==> config.mk <==
export PLATFORM = sky130hd
export DESIGN_NAME = afecr_regs
export DESIGN_NICKNAME = d
export VERILOG_FILES = /design/src/afecr_pkg.sv /design/src/afecr_gain_dec.sv /design/src/afecr_regs.sv
export SDC_FILE = /design/constraint.sdc
export NUM_CORES = 1
export LEC_CHECK = 0
export ABC_AREA = 0
export BUFFER_PORTS_ARGS = -buffer_cell sky130_fd_sc_hd__buf_2
export CORE_MARGIN = 2
export CORE_UTILIZATION = 49
export CTS_CLUSTER_SIZE = 28
export DETAILED_ROUTE_END_ITERATION = 10
export PLACE_DENSITY = 0.84
export SYNTH_ARGS = -nofsm -noshare
export SYNTH_HDL_FRONTEND = slang
export SYNTH_HIERARCHICAL = 1
export SYNTH_SLANG_ARGS = --single-unit
==> constraint.sdc <==
create_clock -name i_ref_clk -period 1.3 [get_ports i_ref_clk]
set_input_delay 0.065 -clock i_ref_clk [delete_from_list [all_inputs] [get_ports i_ref_clk]]
set_output_delay 0.065 -clock i_ref_clk [all_outputs]
set_load 0.01 [all_outputs]
==> src/afecr_pkg.sv <==
// Package for the front-end control and test register bank
package afecr_pkg;

  // Register addresses
  localparam logic [7:0] FE_CTRL_ADDR = 8'h00;
  localparam logic [7:0] TEST_LB_ADDR = 8'h01;

  // Reset values
  localparam logic [7:0] FE_CTRL_RST = 8'h08;
  localparam logic [7:0] TEST_LB_RST = 8'h00;

  // Front-end control field positions
  localparam int FE_EN_BIT = 7;
  localparam int DRV2_SEL_BIT = 6;
  localparam int TX_BOOST1_BIT = 5;
  localparam int TX_BOOST0_BIT = 4;
  localparam int TX_DIS_BIT = 3;
  localparam int RX_GAIN_HI_BIT = 2;
  localparam int RX_GAIN_LO_BIT = 1;
  localparam int RX_BOOST_BIT = 0;

  // Test register field positions
  localparam int TEST_EN_BIT = 7;
  localparam int DIG_LB_BIT = 6;
  localparam int ANA_LB_BIT = 5;
  localparam int REM_LB_BIT = 4;

  // Receive gain codes
  localparam logic [1:0] GAIN_CODE_6DB = 2'h0;
  localparam logic [1:0] GAIN_CODE_9DB = 2'h1;
  localparam logic [1:0] GAIN_CODE_12DB = 2'h2;
  localparam logic [1:0] GAIN_CODE_0DB = 2'h3;

  // Receive gain in dB for each code, and the boost amount
  localparam logic [5:0] GAIN_6DB = 6'h06;
  localparam logic [5:0] GAIN_9DB = 6'h09;
  localparam logic [5:0] GAIN_12DB = 6'h0c;
  localparam logic [5:0] GAIN_0DB = 6'h00;
  localparam logic [5:0] BOOST_DB = 6'h14;

  // Register read and write request from the serial control frame logic
  typedef struct packed {
    logic       wr;
    logic       rd;
    logic [7:0] addr;
    logic [7:0] wdata;
  } afecr_req_t;

  // Decoded analog and datapath controls
  typedef struct packed {
    logic       fe_run;
    logic       clk_run;
    logic       tx1_drive;
    logic       tx2_drive;
    logic       tx_bias_only;
    logic [5:0] rx_gain_db;
    logic [1:0] tx_boost;
    logic       test_mode;
    logic       dig_loop;
    logic       ana_loop;
    logic       rem_loop;
  } afecr_ctl_t;

endpackage

==> src/afecr_gain_dec.sv <==
// Receive gain decoder for the front-end control register
`timescale 1ns/1ps
module afecr_gain_dec (
  input wire logic [1:0] i_gain_sel,
  input wire logic i_boost,
  output logic [5:0] o_gain_db
);

  // Map the two-bit code to a base gain
  function automatic logic [5:0] base_gain(input logic [1:0] code);
    case (code)
      afecr_pkg::GAIN_CODE_6DB: base_gain = afecr_pkg::GAIN_6DB;
      afecr_pkg::GAIN_CODE_9DB: base_gain = afecr_pkg::GAIN_9DB;
      afecr_pkg::GAIN_CODE_12DB: base_gain = afecr_pkg::GAIN_12DB;
      afecr_pkg::GAIN_CODE_0DB: base_gain = afecr_pkg::GAIN_0DB;
      default: base_gain = afecr_pkg::GAIN_0DB;
    endcase
  endfunction

  // Base gain plus optional boost
  always_comb begin
    o_gain_db = base_gain(i_gain_sel);
    if (i_boost) begin
      o_gain_db = 6'(base_gain(i_gain_sel) + afecr_pkg::BOOST_DB);
    end
  end

endmodule

==> src/afecr_regs.sv <==
// Front-end control and test register bank with decoded controls
//
// Behaviour
// Front-end enable runs filters, else clocks stop
// Driver select picks secondary pair when set
// Transmit disable tri-states both pairs with bias
// Gain codes give 6, 9, 12, 0 dB
// Receive boost adds 20 dB gain
// Test-mode enable turns on test modes
// Digital loopback feeds transmit filter to receive
// Analog loopback ties transmit output to receiver
// Remote loopback ties receiver output to transmitter
`timescale 1ns/1ps
module afecr_regs (
  input wire logic i_ref_clk,
  input wire logic i_rst_b,
  input wire afecr_pkg::afecr_req_t i_req,
  output logic [7:0] o_rdata,
  output logic o_rvalid,
  output afecr_pkg::afecr_ctl_t o_ctl
);

  ////////////////////////////////////////////////////////////////////////
  // Register storage

  // Control register contents
  logic [7:0] fe_ctrl_reg;
  // Test and loopback register contents
  logic [7:0] test_lb_reg;
  // Read data and valid
  logic [7:0] rdata_reg;
  logic rvalid_reg;
  // Decoded control outputs
  afecr_pkg::afecr_ctl_t ctl_reg;
  afecr_pkg::afecr_ctl_t ctl_next;
  // Gain from the decoder
  logic [5:0] gain_db;

  // Address match helper, used for both write and read decode
  function automatic logic addr_hit(input logic [7:0] a, input logic [7:0] b);
    addr_hit = (a == b);
  endfunction

  ////////////////////////////////////////////////////////////////////////
  // Host writes

  // Control register write
  always_ff @(posedge i_ref_clk) begin
    if (!i_rst_b) begin
      fe_ctrl_reg <= afecr_pkg::FE_CTRL_RST;
    end else if (i_req.wr && addr_hit(i_req.addr,
                                      afecr_pkg::FE_CTRL_ADDR)) begin
      fe_ctrl_reg <= i_req.wdata;
    end
  end

  // Test register write
  always_ff @(posedge i_ref_clk) begin
    if (!i_rst_b) begin
      test_lb_reg <= afecr_pkg::TEST_LB_RST;
    end else if (i_req.wr && addr_hit(i_req.addr,
                                      afecr_pkg::TEST_LB_ADDR)) begin
      test_lb_reg <= i_req.wdata;
    end
  end

  ////////////////////////////////////////////////////////////////////////
  // Host reads

  // One-cycle read answer, unmapped addresses read zero
  always_ff @(posedge i_ref_clk) begin
    if (!i_rst_b) begin
      rdata_reg <= 8'h00;
      rvalid_reg <= 1'b0;
    end else begin
      rvalid_reg <= i_req.rd;
      if (!i_req.rd) begin
        rdata_reg <= 8'h00;
      end else if (addr_hit(i_req.addr, afecr_pkg::FE_CTRL_ADDR)) begin
        rdata_reg <= fe_ctrl_reg;
      end else if (addr_hit(i_req.addr, afecr_pkg::TEST_LB_ADDR)) begin
        rdata_reg <= test_lb_reg;
      end else begin
        rdata_reg <= 8'h00;
      end
    end
  end

  ////////////////////////////////////////////////////////////////////////
  // Control decode

  // Receive gain decode
  afecr_gain_dec u_gain_dec (
    .i_gain_sel(fe_ctrl_reg[afecr_pkg::RX_GAIN_HI_BIT:
                            afecr_pkg::RX_GAIN_LO_BIT]),
    .i_boost(fe_ctrl_reg[afecr_pkg::RX_BOOST_BIT]),
    .o_gain_db(gain_db)
  );

  // Next control values from register contents
  always_comb begin
    ctl_next = '0;
    // Front end and clocks run only when enabled
    ctl_next.fe_run = fe_ctrl_reg[afecr_pkg::FE_EN_BIT];
    ctl_next.clk_run = fe_ctrl_reg[afecr_pkg::FE_EN_BIT];
    // Drivers only when not disabled; selection picks the pair
    ctl_next.tx2_drive = !fe_ctrl_reg[afecr_pkg::TX_DIS_BIT] &&
                         fe_ctrl_reg[afecr_pkg::DRV2_SEL_BIT];
    ctl_next.tx1_drive = !fe_ctrl_reg[afecr_pkg::TX_DIS_BIT] &&
                         !fe_ctrl_reg[afecr_pkg::DRV2_SEL_BIT];
    // Both pairs high impedance with bias
    ctl_next.tx_bias_only = fe_ctrl_reg[afecr_pkg::TX_DIS_BIT];
    ctl_next.rx_gain_db = gain_db;
    ctl_next.tx_boost = {fe_ctrl_reg[afecr_pkg::TX_BOOST1_BIT],
                         fe_ctrl_reg[afecr_pkg::TX_BOOST0_BIT]};
    ctl_next.test_mode = test_lb_reg[afecr_pkg::TEST_EN_BIT];
    ctl_next.dig_loop = test_lb_reg[afecr_pkg::DIG_LB_BIT];
    ctl_next.ana_loop = test_lb_reg[afecr_pkg::ANA_LB_BIT];
    ctl_next.rem_loop = test_lb_reg[afecr_pkg::REM_LB_BIT];
  end

  // Registered control outputs
  always_ff @(posedge i_ref_clk) begin
    if (!i_rst_b) begin
      ctl_reg <= '0;
    end else begin
      ctl_reg <= ctl_next;
    end
  end

  assign o_rdata = rdata_reg;
  assign o_rvalid = rvalid_reg;
  assign o_ctl = ctl_reg;

  ////////////////////////////////////////////////////////////////////////
  // Assertions

  // Front end and clocks follow the enable bit one cycle later
  AST_FE_RUN: assert property (
    @(posedge i_ref_clk) disable iff (!i_rst_b)
    ##1 o_ctl.fe_run == $past(fe_ctrl_reg[7]) &&
        o_ctl.clk_run == $past(fe_ctrl_reg[7]))
    else $error("Front-end run does not follow enable bit");

  // Cleared enable stops front end and clocks
  AST_FE_STOP: assert property (
    @(posedge i_ref_clk) disable iff (!i_rst_b)
    !fe_ctrl_reg[afecr_pkg::FE_EN_BIT] |=> !o_ctl.fe_run && !o_ctl.clk_run)
    else $error("Front end still running while disabled");

  // Secondary pair drives when selected and enabled
  AST_DRV_SEL: assert property (
    @(posedge i_ref_clk) disable iff (!i_rst_b)
    (fe_ctrl_reg[3:3] == 1'b0 && fe_ctrl_reg[6]) |=>
      o_ctl.tx2_drive && !o_ctl.tx1_drive)
    else $error("Secondary pair not selected");

  // Primary pair drives when not selected and enabled
  AST_TX1_SEL: assert property (
    @(posedge i_ref_clk) disable iff (!i_rst_b)
    (!fe_ctrl_reg[afecr_pkg::TX_DIS_BIT] &&
     !fe_ctrl_reg[afecr_pkg::DRV2_SEL_BIT]) |=>
      o_ctl.tx1_drive && !o_ctl.tx2_drive)
    else $error("Primary pair not selected");

  // Disable leaves both pairs undriven with bias
  AST_TX_DIS: assert property (
    @(posedge i_ref_clk) disable iff (!i_rst_b)
    fe_ctrl_reg[3] |=> !o_ctl.tx1_drive && !o_ctl.tx2_drive &&
                       o_ctl.tx_bias_only)
    else $error("Transmit pairs driven while disabled");

  // Bias only while disabled
  AST_TX_EN: assert property (
    @(posedge i_ref_clk) disable iff (!i_rst_b)
    !fe_ctrl_reg[afecr_pkg::TX_DIS_BIT] |=> !o_ctl.tx_bias_only)
    else $error("Bias applied while transmit enabled");

  // Code 00 without boost
  AST_GAIN_6: assert property (
    @(posedge i_ref_clk) disable iff (!i_rst_b)
    (fe_ctrl_reg[2:0] == 3'h0) |=> o_ctl.rx_gain_db == 6'h06)
    else $error("Gain code 00 not 6 dB");

  // Code 01 without boost
  AST_GAIN_9: assert property (
    @(posedge i_ref_clk) disable iff (!i_rst_b)
    (fe_ctrl_reg[2:0] == 3'h2) |=> o_ctl.rx_gain_db == 6'h09)
    else $error("Gain code 01 not 9 dB");

  // Code 10 without boost
  AST_GAIN_12: assert property (
    @(posedge i_ref_clk) disable iff (!i_rst_b)
    (fe_ctrl_reg[2:0] == 3'h4) |=> o_ctl.rx_gain_db == 6'h0c)
    else $error("Gain code 10 not 12 dB");

  // Code 11 without boost
  AST_GAIN_0: assert property (
    @(posedge i_ref_clk) disable iff (!i_rst_b)
    (fe_ctrl_reg[2:0] == 3'h6) |=> o_ctl.rx_gain_db == 6'h00)
    else $error("Gain code 11 not 0 dB");

  // Boost over code 01
  AST_BOOST: assert property (
    @(posedge i_ref_clk) disable iff (!i_rst_b)
    (fe_ctrl_reg[2:0] == 3'h3) |=> o_ctl.rx_gain_db == 6'h1d)
    else $error("Boost not 20 dB over 9 dB");

  // Boost over code 00
  AST_BOOST_6: assert property (
    @(posedge i_ref_clk) disable iff (!i_rst_b)
    (fe_ctrl_reg[2:0] == 3'h1) |=> o_ctl.rx_gain_db == 6'h1a)
    else $error("Boost not 20 dB over 6 dB");

  // Boost over code 10
  AST_BOOST_12: assert property (
    @(posedge i_ref_clk) disable iff (!i_rst_b)
    (fe_ctrl_reg[2:0] == 3'h5) |=> o_ctl.rx_gain_db == 6'h20)
    else $error("Boost not 20 dB over 12 dB");

  // Boost over code 11
  AST_BOOST_0: assert property (
    @(posedge i_ref_clk) disable iff (!i_rst_b)
    (fe_ctrl_reg[2:0] == 3'h7) |=> o_ctl.rx_gain_db == 6'h14)
    else $error("Boost not 20 dB over 0 dB");

  // Test mode follows a test register write two cycles later
  AST_TEST_MODE: assert property (
    @(posedge i_ref_clk) disable iff (!i_rst_b)
    (i_req.wr && i_req.addr == 8'h01) |-> ##2
      o_ctl.test_mode == $past(i_req.wdata[7], 2))
    else $error("Test mode does not follow write");

  // Cleared test enable keeps normal operation
  AST_TEST_OFF: assert property (
    @(posedge i_ref_clk) disable iff (!i_rst_b)
    !test_lb_reg[afecr_pkg::TEST_EN_BIT] |=> !o_ctl.test_mode)
    else $error("Test mode set while bit clear");

  // Digital loopback follows a test register write
  AST_DIG_LOOP: assert property (
    @(posedge i_ref_clk) disable iff (!i_rst_b)
    (i_req.wr && i_req.addr == 8'h01) |-> ##2
      o_ctl.dig_loop == $past(i_req.wdata[6], 2))
    else $error("Digital loopback does not follow write");

  // Cleared digital loopback keeps normal path
  AST_DIG_OFF: assert property (
    @(posedge i_ref_clk) disable iff (!i_rst_b)
    !test_lb_reg[afecr_pkg::DIG_LB_BIT] |=> !o_ctl.dig_loop)
    else $error("Digital loopback set while bit clear");

  // Analog loopback applied after its bit rises
  AST_ANA_LOOP: assert property (
    @(posedge i_ref_clk) disable iff (!i_rst_b)
    $rose(test_lb_reg[5]) |=> o_ctl.ana_loop)
    else $error("Analog loopback not applied");

  // Cleared analog loopback keeps normal path
  AST_ANA_OFF: assert property (
    @(posedge i_ref_clk) disable iff (!i_rst_b)
    !test_lb_reg[afecr_pkg::ANA_LB_BIT] |=> !o_ctl.ana_loop)
    else $error("Analog loopback set while bit clear");

  // Remote loopback released after its bit falls
  AST_REM_LOOP: assert property (
    @(posedge i_ref_clk) disable iff (!i_rst_b)
    $fell(test_lb_reg[4]) |=> !o_ctl.rem_loop)
    else $error("Remote loopback not released");

  // Remote loopback held while its bit is set
  AST_REM_SET: assert property (
    @(posedge i_ref_clk) disable iff (!i_rst_b)
    test_lb_reg[afecr_pkg::REM_LB_BIT] |=> o_ctl.rem_loop)
    else $error("Remote loopback not applied");

  // Control register read answers the stored value
  AST_READ_BACK: assert property (
    @(posedge i_ref_clk) disable iff (!i_rst_b)
    (i_req.rd && i_req.addr == 8'h00) |=> o_rvalid &&
      o_rdata == $past(fe_ctrl_reg))
    else $error("Control register read back wrong");

  // Test register read answers the stored value
  AST_TEST_READ: assert property (
    @(posedge i_ref_clk) disable iff (!i_rst_b)
    (i_req.rd && i_req.addr == 8'h01) |=> o_rvalid &&
      o_rdata == $past(test_lb_reg))
    else $error("Test register read back wrong");

  // Unmapped reads answer zero
  AST_UNMAPPED_RD: assert property (
    @(posedge i_ref_clk) disable iff (!i_rst_b)
    (i_req.rd && i_req.addr > 8'h01) |=> o_rvalid && o_rdata == 8'h00)
    else $error("Unmapped read not zero");

  // Unmapped writes leave both registers untouched
  AST_UNMAPPED_WR: assert property (
    @(posedge i_ref_clk) disable iff (!i_rst_b)
    (i_req.wr && i_req.addr > 8'h01) |=>
      $stable(fe_ctrl_reg) && $stable(test_lb_reg))
    else $error("Unmapped write changed a register");

  // No read request, no answer and zero data
  AST_RVALID_IDLE: assert property (
    @(posedge i_ref_clk) disable iff (!i_rst_b)
    !i_req.rd |=> !o_rvalid && o_rdata == 8'h00)
    else $error("Read answer without request");

  // Reset clears every decoded control and the read answer
  AST_RESET_CTL: assert property (
    @(posedge i_ref_clk)
    !i_rst_b |=> o_ctl == '0 && !o_rvalid && o_rdata == 8'h00)
    else $error("Outputs not cleared by reset");

  // Main scenarios
  COV_TX2: cover property (@(posedge i_ref_clk) o_ctl.tx2_drive);
  COV_DIS: cover property (@(posedge i_ref_clk) o_ctl.tx_bias_only);
  COV_BOOST: cover property (@(posedge i_ref_clk)
    o_ctl.rx_gain_db == 6'h20);
  COV_LOOP: cover property (@(posedge i_ref_clk)
    o_ctl.dig_loop && o_ctl.test_mode);

endmodule

-- Yosys cells after proc, flatten, opt, wreduce, memory -nomap -nowiden
Index checks and enable logic that the tools add are counted.
- output and inout bits: 26
- bits in registers: 41
- bits in writable memories: 0
- memories kept: 0
- input port bits: 20
- bits in read-only memories: 0
- word-level logic and storage cells: 33
- bits in latches: 0
- equal/unequal tests: 4
- bitwise logic cells: 0
- muxes and demuxes: 5
- reduce and logical (&&, ||, !) cells: 9
- shifts and indexed selects: 0
- $lt $le $gt $ge: 0
- divide/modulo/power cells: 0
- add/subtract/negate cells: 1
- $mul: 0
- operators by type and width (operator ; count):
    $pmux W6 S4 ; 1
    $mux W8 ; 2
    $mux W6 ; 2
    $eq A8 B1 Y1 const B ; 1
    $logic_not A8 Y1 ; 1
    $add A6 B5 Y6 const B ; 1
    $eq A2 B2 Y1 const B ; 2
    $logic_and A1 B1 Y1 ; 4
    $eq A2 B1 Y1 const B ; 1
    $logic_not A1 Y1 ; 2
    $logic_not A2 Y1 ; 1
    $reduce_and A2 Y1 ; 1

-- Logic depth before layout (Yosys ltp)
Gate-level depths: netlist (run 1).
- depth after elaboration: 5
- mapped depth: 5
- mapped depth without buffers: 5

-- Hierarchy
The synthesis (run 1) kept the hierarchy.
- by module, submodules not included (module ; instances ; sequential area each (um^2) ; area an instance (um^2) ; cells each):
    afecr_regs ; 1 ; 820.8 ; 1380.1 ; 126
    afecr_gain_dec ; 1 ; 0.0 ; 78.8 ; 11

-- Worst setup path after synthesis (run 1)
OpenSTA, ideal clock, no wires.
- kind: register -> register
- from: register fe_ctrl_reg[1]
- to: register ctl_reg (netlist bit o_ctl[9])
- path slack: 189 ps
- arrival: 996 ps
- data required time: 1185 ps
- setup time: 115 ps
- stages on the path, launching flop included: 6
- period minus slack after synthesis: 1111 ps
- path buffers: 0
- cell sequence: dfxtp_1 -> inv_1 -> ha_1 -> nor2_1 -> a21oi_1 -> and2_1
- RTL lines (what ; line ; text):
    start: declaration ; afecr_regs.sv:27 ; logic [7:0] fe_ctrl_reg;
    start signal: assignment ; afecr_regs.sv:50 ; fe_ctrl_reg <= afecr_pkg::FE_CTRL_RST;
    start signal: assignment ; afecr_regs.sv:53 ; fe_ctrl_reg <= i_req.wdata;
    end signal: assignment ; afecr_regs.sv:127 ; ctl_reg <= ctl_next;
    end: declaration ; afecr_regs.sv:34 ; afecr_pkg::afecr_ctl_t ctl_reg;

==> results of run 1 <==
## how the worst max path moves through the flow
stage                    from              to  slack (ns)  cells after the start
6_report       fe_ctrl_reg[1]        o_ctl[9]        0.09                      5
4_1_cts        fe_ctrl_reg[1]        o_ctl[9]        0.10                      5
3_5_place_dp        i_req[13]  fe_ctrl_reg[1]         0.1                      5
2_1_floorplan  fe_ctrl_reg[1]        o_ctl[9]        0.19                      5
5_1_grt        fe_ctrl_reg[1]        o_ctl[9]        0.02                      5
3_3_place_gp   fe_ctrl_reg[1]        o_ctl[9]        0.15                      5
## power by group
part / leakage, uW / internal [uW] / switching, uW
Sequential: 0.000332 / 1260 / 2.14
Clock: 0.0000414 / 407 / 430
Combinational: 0.000654 / 65.4 / 59.3
## cell families after synthesis
group | after synthesis | share of synthesized area [%]
adder cells (fa/ha/maj) | 3 | 2.57
multiplexers | 24 | 16.5
AND/OR/NAND/NOR | 52 | 19.0
XOR/XNOR | 1 | 0.600
flip-flops | 41 | 56.3
buffers and inverters | 15 | 4.72
AO/OA/AOI/OAI | 1 | 0.343
## cell usage after synthesis
master                     count  area (sq um)
sky130_fd_sc_hd__ha_1          3          37.5
sky130_fd_sc_hd__buf_6         1          11.3
sky130_fd_sc_hd__nand4b_1      1          8.76
sky130_fd_sc_hd__mux2i_1      24           240
sky130_fd_sc_hd__buf_2         1          5.00
sky130_fd_sc_hd__nand2_1      23          86.3
sky130_fd_sc_hd__and2_1       10          62.6
sky130_fd_sc_hd__inv_1         9          33.8
sky130_fd_sc_hd__clkbuf_1      3          11.3
sky130_fd_sc_hd__dfxtp_1      41           821
sky130_fd_sc_hd__xnor2_1       1          8.76
sky130_fd_sc_hd__nor4_4        1          21.3
sky130_fd_sc_hd__nor2_1       10          37.5
sky130_fd_sc_hd__nand3_1       1          5.00
sky130_fd_sc_hd__nor2b_1       4          25.0
sky130_fd_sc_hd__a21oi_1       1          5.00
sky130_fd_sc_hd__nand4_4       1          21.3
sky130_fd_sc_hd__nor3_2        1          10.0
sky130_fd_sc_hd__buf_4         1          7.51
## area by class of cell
cell class              instances  area (sq um)
fillers                       226           880
flip-flops and latches         41           821
multi-input cells              81           569
repair buffers                 59           355
clock inverters                 3          46.3
well taps                      31          38.8
clock buffers                   5          37.5
inverters                       9          33.8
## metrics by stage
step                setup WS [ns]  cell area (sq um)
finish                     0.0912               1900
detailed placement         0.0953               1720
global placement            0.152               1720
global route               0.0211               1900
CTS                         0.103               1900
floorplan                   0.189               1460
## routing by layer
layer / global-route usage, % / vias to the layer above
met5: 0 / -
met4: 14.0 / 0
met3: 5.93 / 15
met2: 33.7 / 41
met1: 18.8 / 511
li1: - / 557
## what timing repair did
action | 4_1_cts | 5_1_grt
endpoints found under the hold margin | 17 | 0
hold buffers | 10 | 0
resized for setup | 0 | 0
## worst max-delay path: cells and delay by family, from the launching register on
| kind | cells | cell delay, ns |
|---|---|---|
| buf+inv | 1 | 0.09 |
| fa+ha+maj | 1 | 0.29 |
| simple gates | 2 | 0.26 |
| compound gates | 1 | 0.04 |
| flops | 1 | 0.44 |
==> metrics.txt, run 1 <==
final WL=roughly 2900 um; portion of the clock cycle consumed by the worst path in the final layout=93.0%; Global Route Usage Sum=19.2%; critical path required time=approximately 1.6 ns; die span in x=58.6 um; clock transition at the register clock pins on the worst setup and hold paths after CTS=around 0.13 ns; Max Cap Violations=0; met2 wire len=approximately 1500 um; Min Clock Period, post-route=1.21 ns; wire length of the first global-routing pass=4700 um; achievable clock frequency=827 MHz; standard cell with the maximum stage delay on the critical path=sky130_fd_sc_hd__dfxtp_1; per-cell routed wire length=12.8 um; hold crit path type=in2reg; most common cell after layout, fill and taps aside=sky130_fd_sc_hd__buf_2; fin. max-slew vios=0; Finished Core Util=68.4%; crit-path max cell delay=0.44 ns; number of H-tree levels=2; RSZ-0062 raised after global routing=false; RR Startpoint=fe_ctrl_reg[1]; maximum net fanout on the critical path=5; worst r2r path cells=5; Detailed Routing Iterations Pass 1=4; number of placement rows=19; remaining design rule violation count=0; antenna violations before repair=0; worst setup skew after layout=0.0105 ns; clock buffers created by TritonCTS=5; commonest cells after routing, fill and taps aside=sky130_fd_sc_hd__buf_2 (45), sky130_fd_sc_hd__dfxtp_1 (41), sky130_fd_sc_hd__mux2i_1 (24), sky130_fd_sc_hd__nand2_1 (23); total overflow reported by the global router=0; wire length on met3=206 um; hold depth=3; sequential area share after synthesis=56.3%; number of endpoints with negative hold slack in the final report=0; vias in the first global route=1081; summed negative setup slack over all endpoints=0 ns; Antenna diodes=0; number of nets in the synthesized netlist=160; drt initial violations=18; Area growth, synth to finish=30.4%; full die area=0.00343 sq mm; end point of the most critical hold path=o_rdata[5]; outcome=finished clean; r2r setup slk=0.09 ns; CP Cell Sequence=inv_1, ha_1, nor2_1, a21oi_1, and2_1; maximum count of clock buffers along a single path=2; transition time at the pin with the least slew margin=approximately 0.35 ns; via total after detailed routing=1124; Yosys warnings=6; half-perimeter wire length of the detailed placement result=2030 um; largest vdd supply drop=approximately 1100 uV; RePlAce Congestion=0.754; Antenna Nets Post-Route=0; Post-Syn Instances=137; Slew Limit Headroom=about 77%; clock latency at the later pin of the worst-skew pair=0.37 ns; number of setup violations in the final report=0; Yosys reg bits=41; dpl cells=between 200 and 250; kind of start point of the critical path=flip-flop; post-CTS setup buffer count=0; die outline height=58.6 um; initial core utilization=52.5%; power density over cell area=around 1200 mW/mm^2; max reg flops=16; leakage power=0.00103 uW; share of post-route cells with drive strength above 1=a little under a third; Routed met1 length=1100 um; number of nets in the final layout=220; highest routed layer=met4; sink count of the clock tree=41; number of primary I/O pins=46; startpoint of the lowest-slack hold path=i_req[8]; via count normalized by instance count=4.91; number of buffers inserted by port buffering=between 40 and 50; critical path arrival=1.48 ns; Hold WS=0.0200 ns; CTS root buf=sky130_fd_sc_hd__clkbuf_4; Core Area=0.00278 sq mm; TritonCTS clock tree=done; maximum number of pins on one net before global-route repair=28; mean post-synth cell area=10.6 sq um; Crit Path Category=reg2reg; type of element capturing the critical path=flip-flop; R2R Path End=o_ctl[9]; post-synth design cell area=0.00146 sq mm; post-route insts no fill=229; Synth cell types=19; total chip power=2230 uW
No activity file was read; power rests on OpenSTA's default activity.
==> inputs of run 2 (changes only) <==
--- a/config.mk
+++ b/config.mk
@@ -8,10 +8,10 @@
 export ABC_AREA = 0
 export BUFFER_PORTS_ARGS = -buffer_cell sky130_fd_sc_hd__buf_2
 export CORE_MARGIN = 2
-export CORE_UTILIZATION = 49
+export CORE_UTILIZATION = 44
 export CTS_CLUSTER_SIZE = 28
 export DETAILED_ROUTE_END_ITERATION = 10
-export PLACE_DENSITY = 0.84
+export PLACE_DENSITY = 0.8
 export SYNTH_ARGS = -nofsm -noshare
 export SYNTH_HDL_FRONTEND = slang
 export SYNTH_HIERARCHICAL = 1
==> constraint.sdc (replaced) <==
create_clock -name i_ref_clk -period 1.1 [get_ports i_ref_clk]
set_input_delay 0.055 -clock i_ref_clk [delete_from_list [all_inputs] [get_ports i_ref_clk]]
set_output_delay 0.055 -clock i_ref_clk [all_outputs]
set_load 0.01 [all_outputs]
==> metrics.txt, run 2 (synthesized netlist as in run 1, its figures left out) <==
fin. max-slew vios=0; critical path required time=1.36 ns; largest vdd supply drop=712 uV; CTS root buf=sky130_fd_sc_hd__clkbuf_4; critical path arrival=1.33 ns; CP Capture Point=o_ctl[11]; via total after detailed routing=1102; Slew Limit Headroom=78.5%; Area growth, synth to finish=32.8%; max reg flops=16; number of setup violations in the final report=0; Worst Setup Slack, final=0.0293 ns; clock latency at the later pin of the worst-skew pair=0.36 ns; total overflow reported by the global router=0; drt initial violations=24; Finished Core Util=62.4%; die outline height=a little over 60 um; portion of the clock cycle consumed by the worst path in the final layout=97.3%; Min Clock Period, post-route=1.07 ns; commonest cells after routing, fill and taps aside=sky130_fd_sc_hd__buf_2 (45), sky130_fd_sc_hd__dfxtp_1 (39), sky130_fd_sc_hd__mux2i_1 (24), sky130_fd_sc_hd__nand2_1 (23); initial core utilization=47.0%; worst setup skew after layout=0.00482 ns; Core Area=0.00310 sq mm; outcome=finished clean; Max Cap Violations=0; Place WS=-0.0338 ns; power density over cell area=about 1300 mW/mm^2; transition time at the pin with the least slew margin=~0.32 ns; achievable clock frequency=934 MHz; first element of the critical path=fe_ctrl_reg[2]; total chip power=2440 uW; number of placement rows=20; number of buffers inserted by port buffering=45; wire length of the first global-routing pass=4400 um; number of nets in the final layout=223; Detailed Routing Iterations Pass 1=3; via count normalized by instance count=around 4.5; clock transition at the register clock pins on the worst setup and hold paths after CTS=around 0.11 ns; share of post-route cells with drive strength above 1=33.3%; number of H-tree levels=2; post-CTS setup buffer count=0; clock buffers created by TritonCTS=5; Antenna Nets Post-Route=0; vias in the first global route=slightly above 1k; maximum number of pins on one net before global-route repair=20; maximum net fanout on the critical path=3; Global Route Usage Sum=between 15 and 20%; full die area=0.00379 sq mm; die span in x=61.6 um; most common cell after layout, fill and taps aside=sky130_fd_sc_hd__buf_2; RSZ-0062 raised after global routing=false; Crit Path Category=reg2reg; TritonCTS clock tree=done; number of primary I/O pins=46; per-cell routed wire length=11.5 um; worst r2r path cells=4; RePlAce Congestion=0.700; RR Startpoint=fe_ctrl_reg[2]; sink count of the clock tree=41; Antenna diodes=0; half-perimeter wire length of the detailed placement result=around 2000 um; antenna violations before repair=0; number of endpoints with negative hold slack in the final report=0; R2R Path End=o_ctl[11]; kind of start point of the critical path=flip-flop; maximum count of clock buffers along a single path=2; remaining design rule violation count=0; r2r setup slk=a little under 0.03 ns; hold crit path type=in2reg; summed negative setup slack over all endpoints=0 ns; type of element capturing the critical path=flip-flop; leakage power=0.00104 uW; final WL=~2800 um
## run 2: timing repair
| action | in CTS | in global routing |
|---|---|---|
| endpoints found under the hold margin | 18 | 0 |
| resized for setup | 0 | 3 |
| hold buffers | 10 | 0 |
| endpoints found under the setup margin | 0 | 1 |
## run 2: how the worst min path moves through the flow
stage / startpoint / end / slack, ns / cells past startpoint
after floorplan: i_req[3] / test_lb_reg[3] / 0.19 / 2
after global placement: i_req[16] / o_rvalid / 0.30 / 2
after detailed placement: i_req[16] / o_rvalid / 0.31 / 2
after CTS: i_req[8] / o_rdata[5] / 0.07 / 3
after global routing: i_req[8] / o_rdata[5] / 0.09 / 3
final: i_req[8] / o_rdata[0] / 0.08 / 3
## run 2: stage by stage
step | instances | area [sq um] | hold slack, ns
after detailed placement | 227 | 1760 | 0.315
after global placement | 227 | 1760 | 0.305
final | 245 | 1940 | 0.0788
after global routing | 245 | 1940 | 0.0926
after CTS | 245 | 1920 | 0.0712
after floorplan | 137 | 1460 | 0.194
## run 2: final cells by class
type,instances,area [sq um]
Inverter,9,33.8
Sequential cell,41,823
Multi-Input combinational cell,81,582
Fill cell,262,1170
Clock inverter,2,13.8
Timing Repair Buffer,62,378
Clock buffer,6,51.3
Tap cell,44,55.1
## run 2: power by group
part / internal, uW / switching, uW / leakage, uW
combinational: 79.9 / 69.3 / 0.000672
sequential: 1490 / 1.96 / 0.000333
clock: 312 / 487 / 0.0000382
## run 2: per-layer routing
| metal | up-vias | part of all wire (%) | track usage (%) | routed length, um |
|---|---|---|---|---|
| met5 | - | 0 | 0 | 0 |
| met4 | 0 | 2.9 | 9.12 | 81 |
| met3 | 7 | 4.2 | 5.67 | 118 |
| met2 | 24 | 52 | 27.1 | 1460 |
| met1 | 509 | 41 | 18.7 | 1160 |
| li1 | 562 | - | - | - |
## run 2: worst max-delay path, stage by stage, from the launching register on
cell	delay, ns
sky130_fd_sc_hd__dfxtp_2	0.34
sky130_fd_sc_hd__buf_4	0.13
sky130_fd_sc_hd__ha_1	0.19
sky130_fd_sc_hd__and2_1	0.17
sky130_fd_sc_hd__and2_1	0.15
